File: config.mk
export PLATFORM = sky130hd
export DESIGN_NAME = protocol_sequence_executor
export DESIGN_NICKNAME = d
export VERILOG_FILES = /design/src/common/protocol_sequence_executor_pkg.sv /design/src/core/cancel_state_tracker.sv /design/src/core/result_word_memory.sv /design/src/core/protocol_sequence_executor.sv
export VERILOG_INCLUDE_DIRS = /design/src /design/src/common
export SDC_FILE = /design/constraint.sdc
export NUM_CORES = 1
export LEC_CHECK = 0
export BUFFER_PORTS_ARGS = -buffer_cell sky130_fd_sc_hd__buf_2
export CAP_MARGIN = 20
export CELL_PAD_IN_SITES_DETAIL_PLACEMENT = 0
export CELL_PAD_IN_SITES_GLOBAL_PLACEMENT = 1
export CORE_AREA = 2 2 288 290
export DETAILED_ROUTE_END_ITERATION = 7
export DIE_AREA = 0 0 290 292
export GPL_ROUTABILITY_DRIVEN = 0
export PLACE_DENSITY = 0.53
export SLEW_MARGIN = 20
export SYNTH_ARGS = -nofsm -noshare
export SYNTH_HDL_FRONTEND = slang
export SYNTH_SLANG_ARGS = --single-unit
export TNS_END_PERCENT = 50
File: constraint.sdc
create_clock -name sys_clk -period 3 [get_ports sys_clk]
set_input_delay 0.15 -clock sys_clk [delete_from_list [all_inputs] [get_ports sys_clk]]
set_output_delay 0.15 -clock sys_clk [all_outputs]
set_load 0.02 [all_outputs]
File: src/common/protocol_sequence_executor_consts.svh
// Offsets, error codes and timing counts of the protocol sequence executor.
// Assumes a 100 MHz module clock; included by bare name.
`ifndef PROTOCOL_SEQUENCE_EXECUTOR_CONSTS_SVH
`define PROTOCOL_SEQUENCE_EXECUTOR_CONSTS_SVH

`define PSE_MAX_PROTOCOLS 4'h8
`define PSE_CTRL_WORDS 18
`define PSE_WORD_COUNT 5'h00
`define PSE_WORD_STATUS 5'h01
`define PSE_WORD_PACKET0 5'h0A
`define PSE_ERR_NONE 16'h0000
`define PSE_ERR_CANCEL 16'hC404
`define PSE_ERR_CONN_SETTING 16'hC407
`define PSE_ERR_SETTING_WRITE 16'hC430
`define PSE_ERR_PAIR_BUSY 16'hC4F0
`define PSE_ERR_NOT_PROTOCOL 16'hC4F1
`define PSE_CLK_MHZ 100
`define PSE_POLL_NS 1000
`define PSE_POLL_CYCLES ((`PSE_POLL_NS * `PSE_CLK_MHZ) / 1000)

`endif

File: src/common/protocol_sequence_executor_pkg.sv
// Types shared by the protocol sequence executor and its helpers.
// Assumes the constants header for numeric values.
package protocol_sequence_executor_pkg;

  typedef enum logic [1:0] {
    CANCEL_NONE = 2'b00,
    CANCEL_REQUESTED = 2'b01,
    CANCEL_DONE = 2'b10
  } conn_cancel_t;

  typedef enum logic [1:0] {
    COMM_SEND_ONLY = 2'b00,
    COMM_RECV_ONLY = 2'b01,
    COMM_SEND_RECV = 2'b10
  } comm_type_t;

  typedef enum logic [1:0] {
    FIXED_NONE = 2'b00,
    FIXED_SEND = 2'b01,
    FIXED_RECV = 2'b10
  } fixed_mode_t;

  typedef enum logic [2:0] {
    ST_IDLE = 3'b000,
    ST_CLEAR = 3'b001,
    ST_START = 3'b010,
    ST_RUN = 3'b011,
    ST_ABORT = 3'b100,
    ST_WCOUNT = 3'b101,
    ST_WSTAT = 3'b110
  } exec_state_t;

  typedef struct packed {
    logic [3:0] connectionSelectOperand;
    logic [3:0] protocolCountOperand;
    logic [7:0][7:0] protocolNumbers;
  } invoke_req_t;

  typedef struct packed {
    logic start;
    logic abort;
    logic [3:0] conn;
    logic [7:0] protoNumber;
  } eng_cmd_t;

  typedef struct packed {
    logic done;
    logic error;
    logic [15:0] errCode;
    logic [4:0] matchedPacket;
  } eng_result_t;

endpackage : protocol_sequence_executor_pkg

File: src/core/cancel_state_tracker.sv
// Cancellation state of one connection.
// Assumes request, running and finish come from logic on sys_clk.
`timescale 1ns/1ns
`default_nettype none
module cancel_state_tracker
  import protocol_sequence_executor_pkg::*;
(
  input wire logic sys_clk,
  input wire logic reset_n,
  input wire logic cancelReq,
  input wire logic running,
  input wire logic finish,
  output conn_cancel_t state
);

  always_ff @(posedge sys_clk or negedge reset_n) begin
    if (!reset_n) begin
      state <= CANCEL_NONE;
    end else if (cancelReq && running) begin
      state <= CANCEL_REQUESTED;
    end else if (finish && state == CANCEL_REQUESTED) begin
      state <= CANCEL_DONE;
    end
  end
endmodule : cancel_state_tracker
`default_nettype wire

File: src/core/result_word_memory.sv
// Word store for the control data block, registered read port.
// Assumes one writer and one reader on sys_clk.
`timescale 1ns/1ns
`default_nettype none
module result_word_memory #(
  parameter int WORDS = 18,
  parameter int WIDTH = 16,
  parameter int AW = 5
) (
  input wire logic sys_clk,
  input wire logic reset_n,
  input wire logic wrEn,
  input wire logic [AW-1:0] wrAddr,
  input wire logic [WIDTH-1:0] wrData,
  input wire logic [AW-1:0] rdAddr,
  output logic [WIDTH-1:0] rdData
);

  logic [WIDTH-1:0] mem [WORDS];

  always_ff @(posedge sys_clk) begin
    if (wrEn && int'(wrAddr) < WORDS) begin
      mem[wrAddr] <= wrData;
    end
  end

  // Unmapped words read as zero
  always_ff @(posedge sys_clk or negedge reset_n) begin
    if (!reset_n) begin
      rdData <= '0;
    end else if (int'(rdAddr) < WORDS) begin
      rdData <= mem[rdAddr];
    end else begin
      rdData <= '0;
    end
  end

endmodule : result_word_memory
`default_nettype wire

File: src/core/protocol_sequence_executor.sv
// Sequencer that runs registered protocols back to back on one connection.
// Assumes the protocol engine, scan-end strobe and CPU inputs share sys_clk.
`timescale 1ns/1ns
`default_nettype none
`include "protocol_sequence_executor_consts.svh"

// Overview of operation
// - One invocation runs the requested protocols in order, eight at most.
// - Executed protocol count goes into control data word zero.
// - Completion flag rises at scan end after finishing, falls next scan end.
// - Error flag stays low on success, pulses with completion on error.
// - Cancel stops current protocol, ends with error, skips the rest.
// - A frame already being sent is finished; otherwise nothing moves.
// - Cancel state starts never-requested, goes requested, then completed, never back.
// - Cancel request with no protocol running does nothing.
// - Cancel requests are polled periodically, so termination may lag.
// - No new invocation starts while the connection's cancel is requested.
// - A failing protocol stops the sequence; invocation ends with error.
// - Invocations accepted only on connections set for communication protocol.
// - Cancel in protocol m stores count m, earlier packets, code C404H.
// - Setting data rewritten mid-run cancels after the write, code C430H.
// - Fixed-buffer direction clashing with communication type ends with C407H.
// - Infinite receive wait means no completion until data arrives.
// - Later invocation on a busy connection is ignored, not executed.
// - Later invocation on a busy paired connection completes with error.
// - Matched receive packet stored per protocol; zero otherwise.
module protocol_sequence_executor
  import protocol_sequence_executor_pkg::*;
#(
  parameter int NUM_CONN = 16
) (
  input wire logic sys_clk,
  input wire logic reset_n,
  input wire logic protocolExecuteInstruction,
  input wire invoke_req_t invoke,
  input wire logic [NUM_CONN-1:0] connIsProtocol,
  input wire logic [NUM_CONN-1:0] connPaired,
  input wire logic [2*NUM_CONN-1:0] connFixedMode,
  input wire logic [NUM_CONN-1:0] cancelRequest,
  input wire logic settingWriteBusy,
  input wire logic scanEnd,
  input wire comm_type_t protoCommType,
  input wire eng_result_t engResult,
  input wire logic [4:0] ctrlReadAddr,
  output eng_cmd_t engCmd,
  output logic [2*NUM_CONN-1:0] cancelState,
  output logic completeFlag,
  output logic errorFlag,
  output logic rejectFlag,
  output logic [15:0] rejectCode,
  output logic [15:0] ctrlReadData
);

  exec_state_t state;
  logic [3:0] curConn;
  logic [3:0] curCount;
  logic [3:0] protoIdx;
  logic [2:0] clrIdx;
  logic [7:0][7:0] curList;
  logic [15:0] errCode;
  logic [3:0] execCount;
  logic memWe;
  logic [4:0] memAddr;
  logic [15:0] memData;
  logic cancelSeen;
  logic writeSeen;
  logic finishPulse;
  logic finishPending;
  logic finishErr;
  logic rejectPending;
  logic [15:0] rejectPendingCode;
  logic [$clog2(`PSE_POLL_CYCLES)-1:0] pollCount;
  logic pollTick;
  logic [3:0] invConn;
  logic connOk;
  logic invCancelReq;
  logic accept;
  logic rejectNotProto;
  logic rejectPair;
  logic running;
  logic curCancelReq;
  logic dirClash;
  logic writeFinished;
  fixed_mode_t curFixed;
  assign running = (state != ST_IDLE);
  assign invConn = invoke.connectionSelectOperand;
  assign connOk = int'(invConn) < NUM_CONN;
  assign invCancelReq = connOk && (cancelState[2*invConn +: 2] == CANCEL_REQUESTED);
  assign curCancelReq = cancelState[2*curConn +: 2] == CANCEL_REQUESTED;
  assign rejectNotProto = protocolExecuteInstruction && connOk && !connIsProtocol[invConn];
  // Same connection busy: paired connections answer with an error, others stay silent
  assign rejectPair = protocolExecuteInstruction && running && connOk && !rejectNotProto
    && invConn == curConn && connPaired[invConn];
  assign accept = protocolExecuteInstruction && !running && connOk
    && connIsProtocol[invConn] && !invCancelReq;
  assign curFixed = fixed_mode_t'(connFixedMode[2*curConn +: 2]);
  assign dirClash = (curFixed == FIXED_SEND && protoCommType == COMM_RECV_ONLY)
    || (curFixed == FIXED_RECV && protoCommType == COMM_SEND_ONLY);
  assign writeFinished = writeSeen && !settingWriteBusy;
  assign pollTick = (pollCount == '0);

  genvar gi;
  generate
    for (gi = 0; gi < NUM_CONN; gi++) begin : g_cancel
      cancel_state_tracker u_tracker (
        .sys_clk(sys_clk),
        .reset_n(reset_n),
        .cancelReq(cancelRequest[gi]),
        .running(running && int'(curConn) == gi),
        .finish(finishPulse && int'(curConn) == gi),
        .state(cancelState[2*gi +: 2])
      );
    end
  endgenerate

  result_word_memory #(
    .WORDS(`PSE_CTRL_WORDS),
    .WIDTH(16),
    .AW(5)
  ) controlDataBlock (
    .sys_clk(sys_clk),
    .reset_n(reset_n),
    .wrEn(memWe),
    .wrAddr(memAddr),
    .wrData(memData),
    .rdAddr(ctrlReadAddr),
    .rdData(ctrlReadData)
  );

  // Cancel is sampled only on the poll tick, trading latency for a cheap check
  always_ff @(posedge sys_clk or negedge reset_n) begin
    if (!reset_n) begin
      pollCount <= '0;
    end else if (pollTick) begin
      pollCount <= ($clog2(`PSE_POLL_CYCLES))'(`PSE_POLL_CYCLES - 1);
    end else begin
      pollCount <= pollCount - 1'b1;
    end
  end
  always_ff @(posedge sys_clk or negedge reset_n) begin
    if (!reset_n) begin
      cancelSeen <= 1'b0;
    end else if (accept) begin
      cancelSeen <= 1'b0;
    end else if (running && pollTick && curCancelReq) begin
      cancelSeen <= 1'b1;
    end
  end
  always_ff @(posedge sys_clk or negedge reset_n) begin
    if (!reset_n) begin
      writeSeen <= 1'b0;
    end else begin
      writeSeen <= running && settingWriteBusy;
    end
  end
  always_ff @(posedge sys_clk or negedge reset_n) begin
    if (!reset_n) begin
      state <= ST_IDLE;
      curConn <= 4'h0;
      curCount <= 4'h0;
      protoIdx <= 4'h0;
      clrIdx <= 3'h0;
      curList <= '0;
      errCode <= `PSE_ERR_NONE;
      execCount <= 4'h0;
      memWe <= 1'b0;
      memAddr <= 5'h00;
      memData <= 16'h0000;
      engCmd <= '0;
      finishPulse <= 1'b0;
    end else begin
      memWe <= 1'b0;
      finishPulse <= 1'b0;
      engCmd.start <= 1'b0;
      case (state)
        ST_IDLE: begin
          if (accept) begin
            curConn <= invConn;
            curCount <= (invoke.protocolCountOperand > `PSE_MAX_PROTOCOLS)
              ? `PSE_MAX_PROTOCOLS : invoke.protocolCountOperand;
            curList <= invoke.protocolNumbers;
            protoIdx <= 4'h0;
            clrIdx <= 3'h0;
            errCode <= `PSE_ERR_NONE;
            engCmd.conn <= invConn;
            engCmd.protoNumber <= invoke.protocolNumbers[0];
            state <= ST_CLEAR;
          end
        end
        ST_CLEAR: begin
          memWe <= 1'b1;
          memAddr <= `PSE_WORD_PACKET0 + {2'b00, clrIdx};
          memData <= 16'h0000;
          clrIdx <= clrIdx + 3'h1;
          if (clrIdx == 3'h7) begin
            state <= ST_START;
          end
        end
        ST_START: begin
          if (protoIdx == curCount) begin
            execCount <= curCount;
            state <= ST_WCOUNT;
          end else if (cancelSeen) begin
            errCode <= `PSE_ERR_CANCEL;
            execCount <= protoIdx + 4'h1;
            state <= ST_WCOUNT;
          end else if (dirClash) begin
            errCode <= `PSE_ERR_CONN_SETTING;
            execCount <= protoIdx + 4'h1;
            state <= ST_WCOUNT;
          end else begin
            engCmd.start <= 1'b1;
            state <= ST_RUN;
          end
        end
        ST_RUN: begin
          // No watchdog here: an infinite receive wait simply keeps us in this state
          if (engResult.done) begin
            if (engResult.error) begin
              errCode <= engResult.errCode;
              execCount <= protoIdx + 4'h1;
              state <= ST_WCOUNT;
            end else begin
              memWe <= 1'b1;
              memAddr <= `PSE_WORD_PACKET0 + {1'b0, protoIdx};
              memData <= {11'h000, engResult.matchedPacket};
              protoIdx <= protoIdx + 4'h1;
              engCmd.protoNumber <= curList[protoIdx[2:0] + 3'h1];
              state <= ST_START;
            end
          end else if (cancelSeen) begin
            engCmd.abort <= 1'b1;
            errCode <= `PSE_ERR_CANCEL;
            state <= ST_ABORT;
          end else if (writeFinished) begin
            engCmd.abort <= 1'b1;
            errCode <= `PSE_ERR_SETTING_WRITE;
            state <= ST_ABORT;
          end
        end
        ST_ABORT: begin
          // The engine lets a frame already on the wire finish before it reports done
          if (engResult.done) begin
            engCmd.abort <= 1'b0;
            execCount <= protoIdx + 4'h1;
            state <= ST_WCOUNT;
          end
        end
        ST_WCOUNT: begin
          memWe <= 1'b1;
          memAddr <= `PSE_WORD_COUNT;
          memData <= {12'h000, execCount};
          state <= ST_WSTAT;
        end
        ST_WSTAT: begin
          memWe <= 1'b1;
          memAddr <= `PSE_WORD_STATUS;
          memData <= errCode;
          finishPulse <= 1'b1;
          state <= ST_IDLE;
        end
        default: begin
          state <= ST_IDLE;
        end
      endcase
    end
  end

  // A finish in the same cycle as scan end wins and is shown at the next scan end
  always_ff @(posedge sys_clk or negedge reset_n) begin
    if (!reset_n) begin
      finishPending <= 1'b0;
      finishErr <= 1'b0;
    end else if (finishPulse) begin
      finishPending <= 1'b1;
      finishErr <= errCode != `PSE_ERR_NONE;
    end else if (scanEnd) begin
      finishPending <= 1'b0;
    end
  end
  always_ff @(posedge sys_clk or negedge reset_n) begin
    if (!reset_n) begin
      completeFlag <= 1'b0;
      errorFlag <= 1'b0;
    end else if (scanEnd) begin
      completeFlag <= finishPending;
      errorFlag <= finishPending && finishErr;
    end else if (accept) begin
      completeFlag <= 1'b0;
      errorFlag <= 1'b0;
    end
  end
  always_ff @(posedge sys_clk or negedge reset_n) begin
    if (!reset_n) begin
      rejectPending <= 1'b0;
      rejectPendingCode <= `PSE_ERR_NONE;
      rejectFlag <= 1'b0;
      rejectCode <= `PSE_ERR_NONE;
    end else begin
      if (rejectNotProto || rejectPair) begin
        rejectPending <= 1'b1;
        rejectPendingCode <= rejectNotProto ? `PSE_ERR_NOT_PROTOCOL : `PSE_ERR_PAIR_BUSY;
      end else if (scanEnd) begin
        rejectPending <= 1'b0;
      end
      if (scanEnd) begin
        rejectFlag <= rejectPending;
        rejectCode <= rejectPending ? rejectPendingCode : `PSE_ERR_NONE;
      end
    end
  end
endmodule : protocol_sequence_executor
`default_nettype wire

# After elaboration in Yosys (flattened, before gate mapping)
# Memory sizes are Yosys's and may differ from the RTL's.
# Cells that the tools add are included.
# word_totals
ram_bits,288
elab_cells,360
output_inout_bits,81
n_memories,1
reg_bits,230
# mem_list
name,words,word_bits,rd,rd_clocked_by_memory_dff,wr,line,text
controlDataBlock.mem,18,16,1,0,1,result_word_memory.sv:19,logic [WIDTH-1:0] mem [WORDS];
# op_classes
eq_ne,58
reduce_logical,128
mux,109
order_cmp,5
n_shift,3
addsub,6
# ops
op,count
$mux W16,12
$shiftx A32 B6 Y2,3
$logic_and A1 B1 Y1,80
$mux W2,32
$pmux W16 S4,1
$pmux W16 S3,1
$reduce_bool A2 Y1,23
$eq A2 B1 Y1 const B,20
$mux W4,10
$mux W3,11
$eq A4 B4 Y1 const B,8
$mux W8,4
$bmux W8 S3,1
$mux W1,24
$pmux W5 S4,1
$pmux W3 S6,1
$eq A4 B3 Y1 const B,4
$ne A2 B2 Y1 const B,8
$pmux W8 S2,1
$reduce_bool A16 Y1,1
$eq A3 B3 Y1 const B,4
$pmux W4 S3,1
$reduce_and A4 Y1,3
$lt A5 B5 Y1 const B,2
35 further kinds,53

# Longest topological paths before layout
# depth
word_depth,10
depth_mapped,11

# Modules after synthesis
# From an unflattened synthesis, not the netlist that was laid out.
# unflattened
hier_cells,1411
hier_area_um2,21246.6
# by_module_without_submodules
module,seq_area_each_um2,cells_per_inst,area_per_inst_um2,n_inst
result_word_memory,9048.7,564,11642.4,1
protocol_sequence_executor,3853.7,751,8403.1,1
cancel_state_tracker,50.0,6,75.1,16

# Worst setup path after synthesis
# No wires, ideal clock.
# synth_timing
path_type,reg2reg
startpoint,reg curConn[1]
endpoint,reg errCode[2]
path_buffers,2
arrival_time_ns,2.649
setup_time_ns,0.125
synth_period_minus_slack_ns,2.773
required_time_ns,2.875
setup_slack_ns,0.227
stages_incl_launch_ff,10
cell_sequence,dfrtp_1 buf_6 buf_6 mux4_2 mux2i_1 mux2i_1 nor4b_2 a31oi_2 a221oi_4 mux2_2
# synth_between
elab_chain_cells,6
elab_cells_between_ends,8
cone_classes,eq/ne (3); shift (1); reduce/logical (4)
# synth_rtl
item,line,text
"start, declared",protocol_sequence_executor.sv:55,logic [3:0] curConn;
"start signal, assigned",protocol_sequence_executor.sv:178,curConn <= invConn;
$shiftx A32 B6 Y2 *,protocol_sequence_executor.sv:96,assign curFixed = fixed_mode_t'(connFixedMode[2*curConn +: 2]);
$eq A2 B1 Y1 / $eq A2 B2 Y1 (equally long branches),"protocol_sequence_executor.sv:97, protocol_sequence_executor.sv:98",
"$logic_and A1 B1 Y1, on equally long branches","protocol_sequence_executor.sv:97, protocol_sequence_executor.sv:98",
$logic_or A1 B1 Y1 *,protocol_sequence_executor.sv:98,|| (curFixed == FIXED_RECV && protoCommType == COMM_SEND_ONLY);
$ne A3 B3 Y1 (no line) *,n/a,
$reduce_and A6 Y1 (no line) *,n/a,
"end signal, assigned",protocol_sequence_executor.sv:164,errCode <= `PSE_ERR_NONE;
"end signal, assigned",protocol_sequence_executor.sv:184,errCode <= `PSE_ERR_NONE;
"end signal, assigned",protocol_sequence_executor.sv:204,errCode <= `PSE_ERR_CANCEL;
"end, declared",protocol_sequence_executor.sv:60,logic [15:0] errCode;
# Every way passes the cells marked *; elsewhere a longest branch is shown, timed or not.
# A chain may end at the register's enable or synchronous reset.

# Final worst setup path
# Ends and elaborated chain as after synthesis.

==> flow_metrics.py <==
metrics = {
    "outcome": {
        "run_status": "complete, no violations",
    },
    "route": {
        "post-route-drc-count": 0,
        "first_pass_iters": 5,
        "drt_iter0_drc": 835,
        "detailroute.via_count": 13378,
        "drt.antenna.violating_nets": 0,
        "routed_wirelength_mm": 57.0,
        "vias_per_cell": 4.59,
        "post_drt_wl_per_cell_um": 19.5,
    },
    "timing": {
        "timing.final.setup_violations": 0,
        "timing_hold_violations_final": 0,
        "timing.fmax_ghz": 0.352,
        "layout_setup_ws_ps": 158,
        "final.setup_skew_ps": 26.4,
        "timing.max_slew.rel_slack": 0.450,
        "max_slew.worst_pin.slew_ps": 823,
        "drv_slew": 0,
        "setup_repair_after_global_routing_missed_its_margin": "yes",
        "min_period_ps": 2840,
        "period_share": 0.947,
    },
    "power_and_ir_drop": {
        "total_power_w": 0.0230,
        "leakage_nw": 10.5,
        "power-per-cell-area_nw_per_um2": 844,
        "worst_ir_drop_vdd_mv": 0.437,
    },
    "clock_network": {
        "ctsLongestPathBuffers": 3,
        "clk_latency_ps": 610,
        "clock_sinks": 490,
        "ctsHtreeMaxLevel": 2,
        "tritoncts": "yes",
        "clk_root_buffer_cell": "clkbuf_16",
        "cts.reportedPaths.clkPinSlew_ps": 70,
        "number_of_clock_buffers_inserted_by_tritoncts": 58,
    },
    "global_route": {
        "gr-usage-all-layers": 0.135,
        "grt_pass1_wl_mm": 88.4,
        "grt_antenna_before_repair": 4,
        "grt_overflow": 0,
        "grt_start_max_net_pins": 87,
        "first_global_vias": 14285,
    },
    "yosys": {
        "postSynthRegisterBits": 490,
        "synth_top_cells_by_area": "edfxtp_1, dfrtp_1, mux4_2",
        "post_synth_inst_count": 1386,
        "number_of_enable_type_register_cells_in_the_synthesized_netlist": 288,
        "synthDistinctLibCells": 57,
        "synth_async_sr_flop_share": 0.412,
        "syn_area_um2": 21000,
        "postSynthAreaPerCell_um2": 15.2,
        "synth_common_cells": "edfxtp_1, dfrtp_1, nand2_1",
        "synth.yosys.warnings": 0,
        "netlist.area_leader.share": 0.411,
        "leading_register_cell_type_out_of_synthesis": "edfxtp_1",
        "synth_most_common_cell": "edfxtp_1",
        "post-synth-top-area-cell": "edfxtp_1",
        "synth_seq_area_share": 0.651,
    },
    "worst_setup_path": {
        "worstPathArrival_ps": 3340,
        "startpoint_type": "flop",
        "criticalPathCategory": "reg -> reg",
        "cp_data_required_time_ps": 3500,
        "path_max_fanout": 8,
        "ff2ff_setup_slack_ps": 160,
        "crit_path_end_kind": "flop",
    },
    "job": {
        "maxCapViolations": 0,
    },
    "placement": {
        "place.port_buffers": 259,
        "hpwlAfterDp_mm": 39.9,
        "place_area_um2": 23900,
        "pre_cts_slack_ps": 0.923,
    },
    "final_layout": {
        "finalNetCount": 1983,
        "finalCoreUtilization": 0.334,
        "filler_cell_count": 8050,
        "fin_area_um2": 27300,
        "drive_above_1_share": 0.337,
        "syn_to_final_growth_pct": 29.7,
    },
    "die": {
        "placement_rows": 105,
        "floorplan.die_area_um2": 84700,
        "core_area_um2": 81600,
        "start_util": 0.258,
        "die_h_um": 292,
        "num_io_pins": 268,
        "fp.dieW_um": 290,
    },
    "hold_path": {
        "min_path_type": "in -> reg",
    },
}
## registers in the layout, summed over array words and instances (netlist names), 2 cells and up
| signal | flops |
|---|---|
| memAddr | 5 |
| rejectCode | 2 |
| engCmd | 10 |
| curConn | 4 |
| curList | 64 |
| pollCount | 7 |
| state | 3 |
| execCount | 4 |
| clrIdx | 3 |
| controlDataBlock.rdData | 16 |
| memData | 16 |
| errCode | 16 |
| g_cancel.u_tracker.state | 32 |
| controlDataBlock.mem | 288 |
| protoIdx | 4 |
| rejectPendingCode | 2 |
| curCount | 4 |
## cell usage in the layout, fill, tap and decap left out, types with 11 or more instances in the layout
| cell type | n |
|---|---|
| nor3b_1 | 14 |
| o31a_1 | 13 |
| a22o_1 | 29 |
| a21oi_1 | 42 |
| dlygate4sd3_1 | 114 |
| o22ai_1 | 14 |
| buf_12 | 11 |
| dfrtp_1 | 201 |
| bufinv_16 | 13 |
| mux2_2 | 90 |
| mux4_2 | 88 |
| nand2_1 | 97 |
| nand3_1 | 41 |
| a31oi_1 | 30 |
| inv_1 | 35 |
| clkbuf_16 | 61 |
| o21ai_0 | 66 |
| nor2_1 | 41 |
| mux2i_1 | 86 |
| edfxtp_1 | 288 |
| buf_4 | 53 |
| buf_2 | 257 |
## path summary, 6_finish.rpt
check	startpoint	end	cells past startpoint
setup / recovery	curConn[1]$_DFFE_PN0P_	errCode[2]$_DFFE_PN0P_	8
hold / removal	invoke[70]	curConn[2]$_DFFE_PN0P_	2
setup reg to reg	curConn[1]$_DFFE_PN0P_	errCode[2]$_DFFE_PN0P_	8
hold reg to reg	rejectPendingCode[14]$_DFFE_PN0P_	rejectPendingCode[14]$_DFFE_PN0P_	1
max in group asynchronous	reset_n	curList[8]$_DFFE_PN0P_	3
min in group asynchronous	reset_n	curList[49]$_DFFE_PN0P_	2
## per-stage QoR
stage	hold WS (ps)	setup TNS, ps	cells
floorplan	-146	0	1393
global placement	217	0	2684
detailed placement	219	0	2684
CTS	71.0	0	2908
global route	95.1	-61.8	2914
finish	97.1	0	2915
## metal layers
layer  track usage  wire [um]  vias up  share of wire
li1              -          -     6114              -
met1         0.179      25300     6781           0.44
met2         0.220      26900      400           0.47
met3        0.0271       3210       83          0.056
met4        0.0446       1550        0          0.027
met5             0          0        -              0
## worst max-delay path, cell delays in order, from the launching register on
cell      delay (ps)
dfrtp_2          520
mux4_2           530
mux2i_1          190
mux2i_2          150
nor4b_4          340
a31oi_4           80
a221oi_4         460
buf_4            190
mux2_4           280
## repair_timing
| item | CTS | global route |
|---|---|---|
| hold buffers | 114 | 0 |
| hold endpoints to repair | 227 | 0 |
| endpoints found under the setup margin | 4 | 12 |
| gates resized for setup | 1 | 6 |
| pin swaps | 0 | 3 |
| buffers inserted | 0 | 3 |
## kinds of logic after synthesis
kind of cell               after synthesis  synth area share
muxes                                  266             0.184
adders and majority gates                5           0.00297
DFF                                    490             0.651
other                                    1          0.000178
and+or+nand+nor                        254            0.0579
AOI/OAI and AO/OA                      222            0.0686
buffers and inverters                  134            0.0287
xor gates and xnor gates                14           0.00583
## power by group
group          total (W)  switching (W)  leakage, nW  internal, W
Clock            0.00797        0.00293         1.08      0.00504
Sequential       0.00926       0.000848         5.04      0.00841
Combinational    0.00579        0.00310         4.41      0.00269
## area by class of cell
class	instances	area (um2)	area share
multi-input combinational	769	6820	0.250
clock buffer	74	1660	0.0607
sequential	490	13700	0.502
timing repair buffer	437	3070	0.113
antenna	4	10.0	0.000367
tap	1070	1340	0.0491
clock inverter	36	554	0.0203
inverter	35	131	0.00482
No activity file was read; power rests on OpenSTA's default activity.
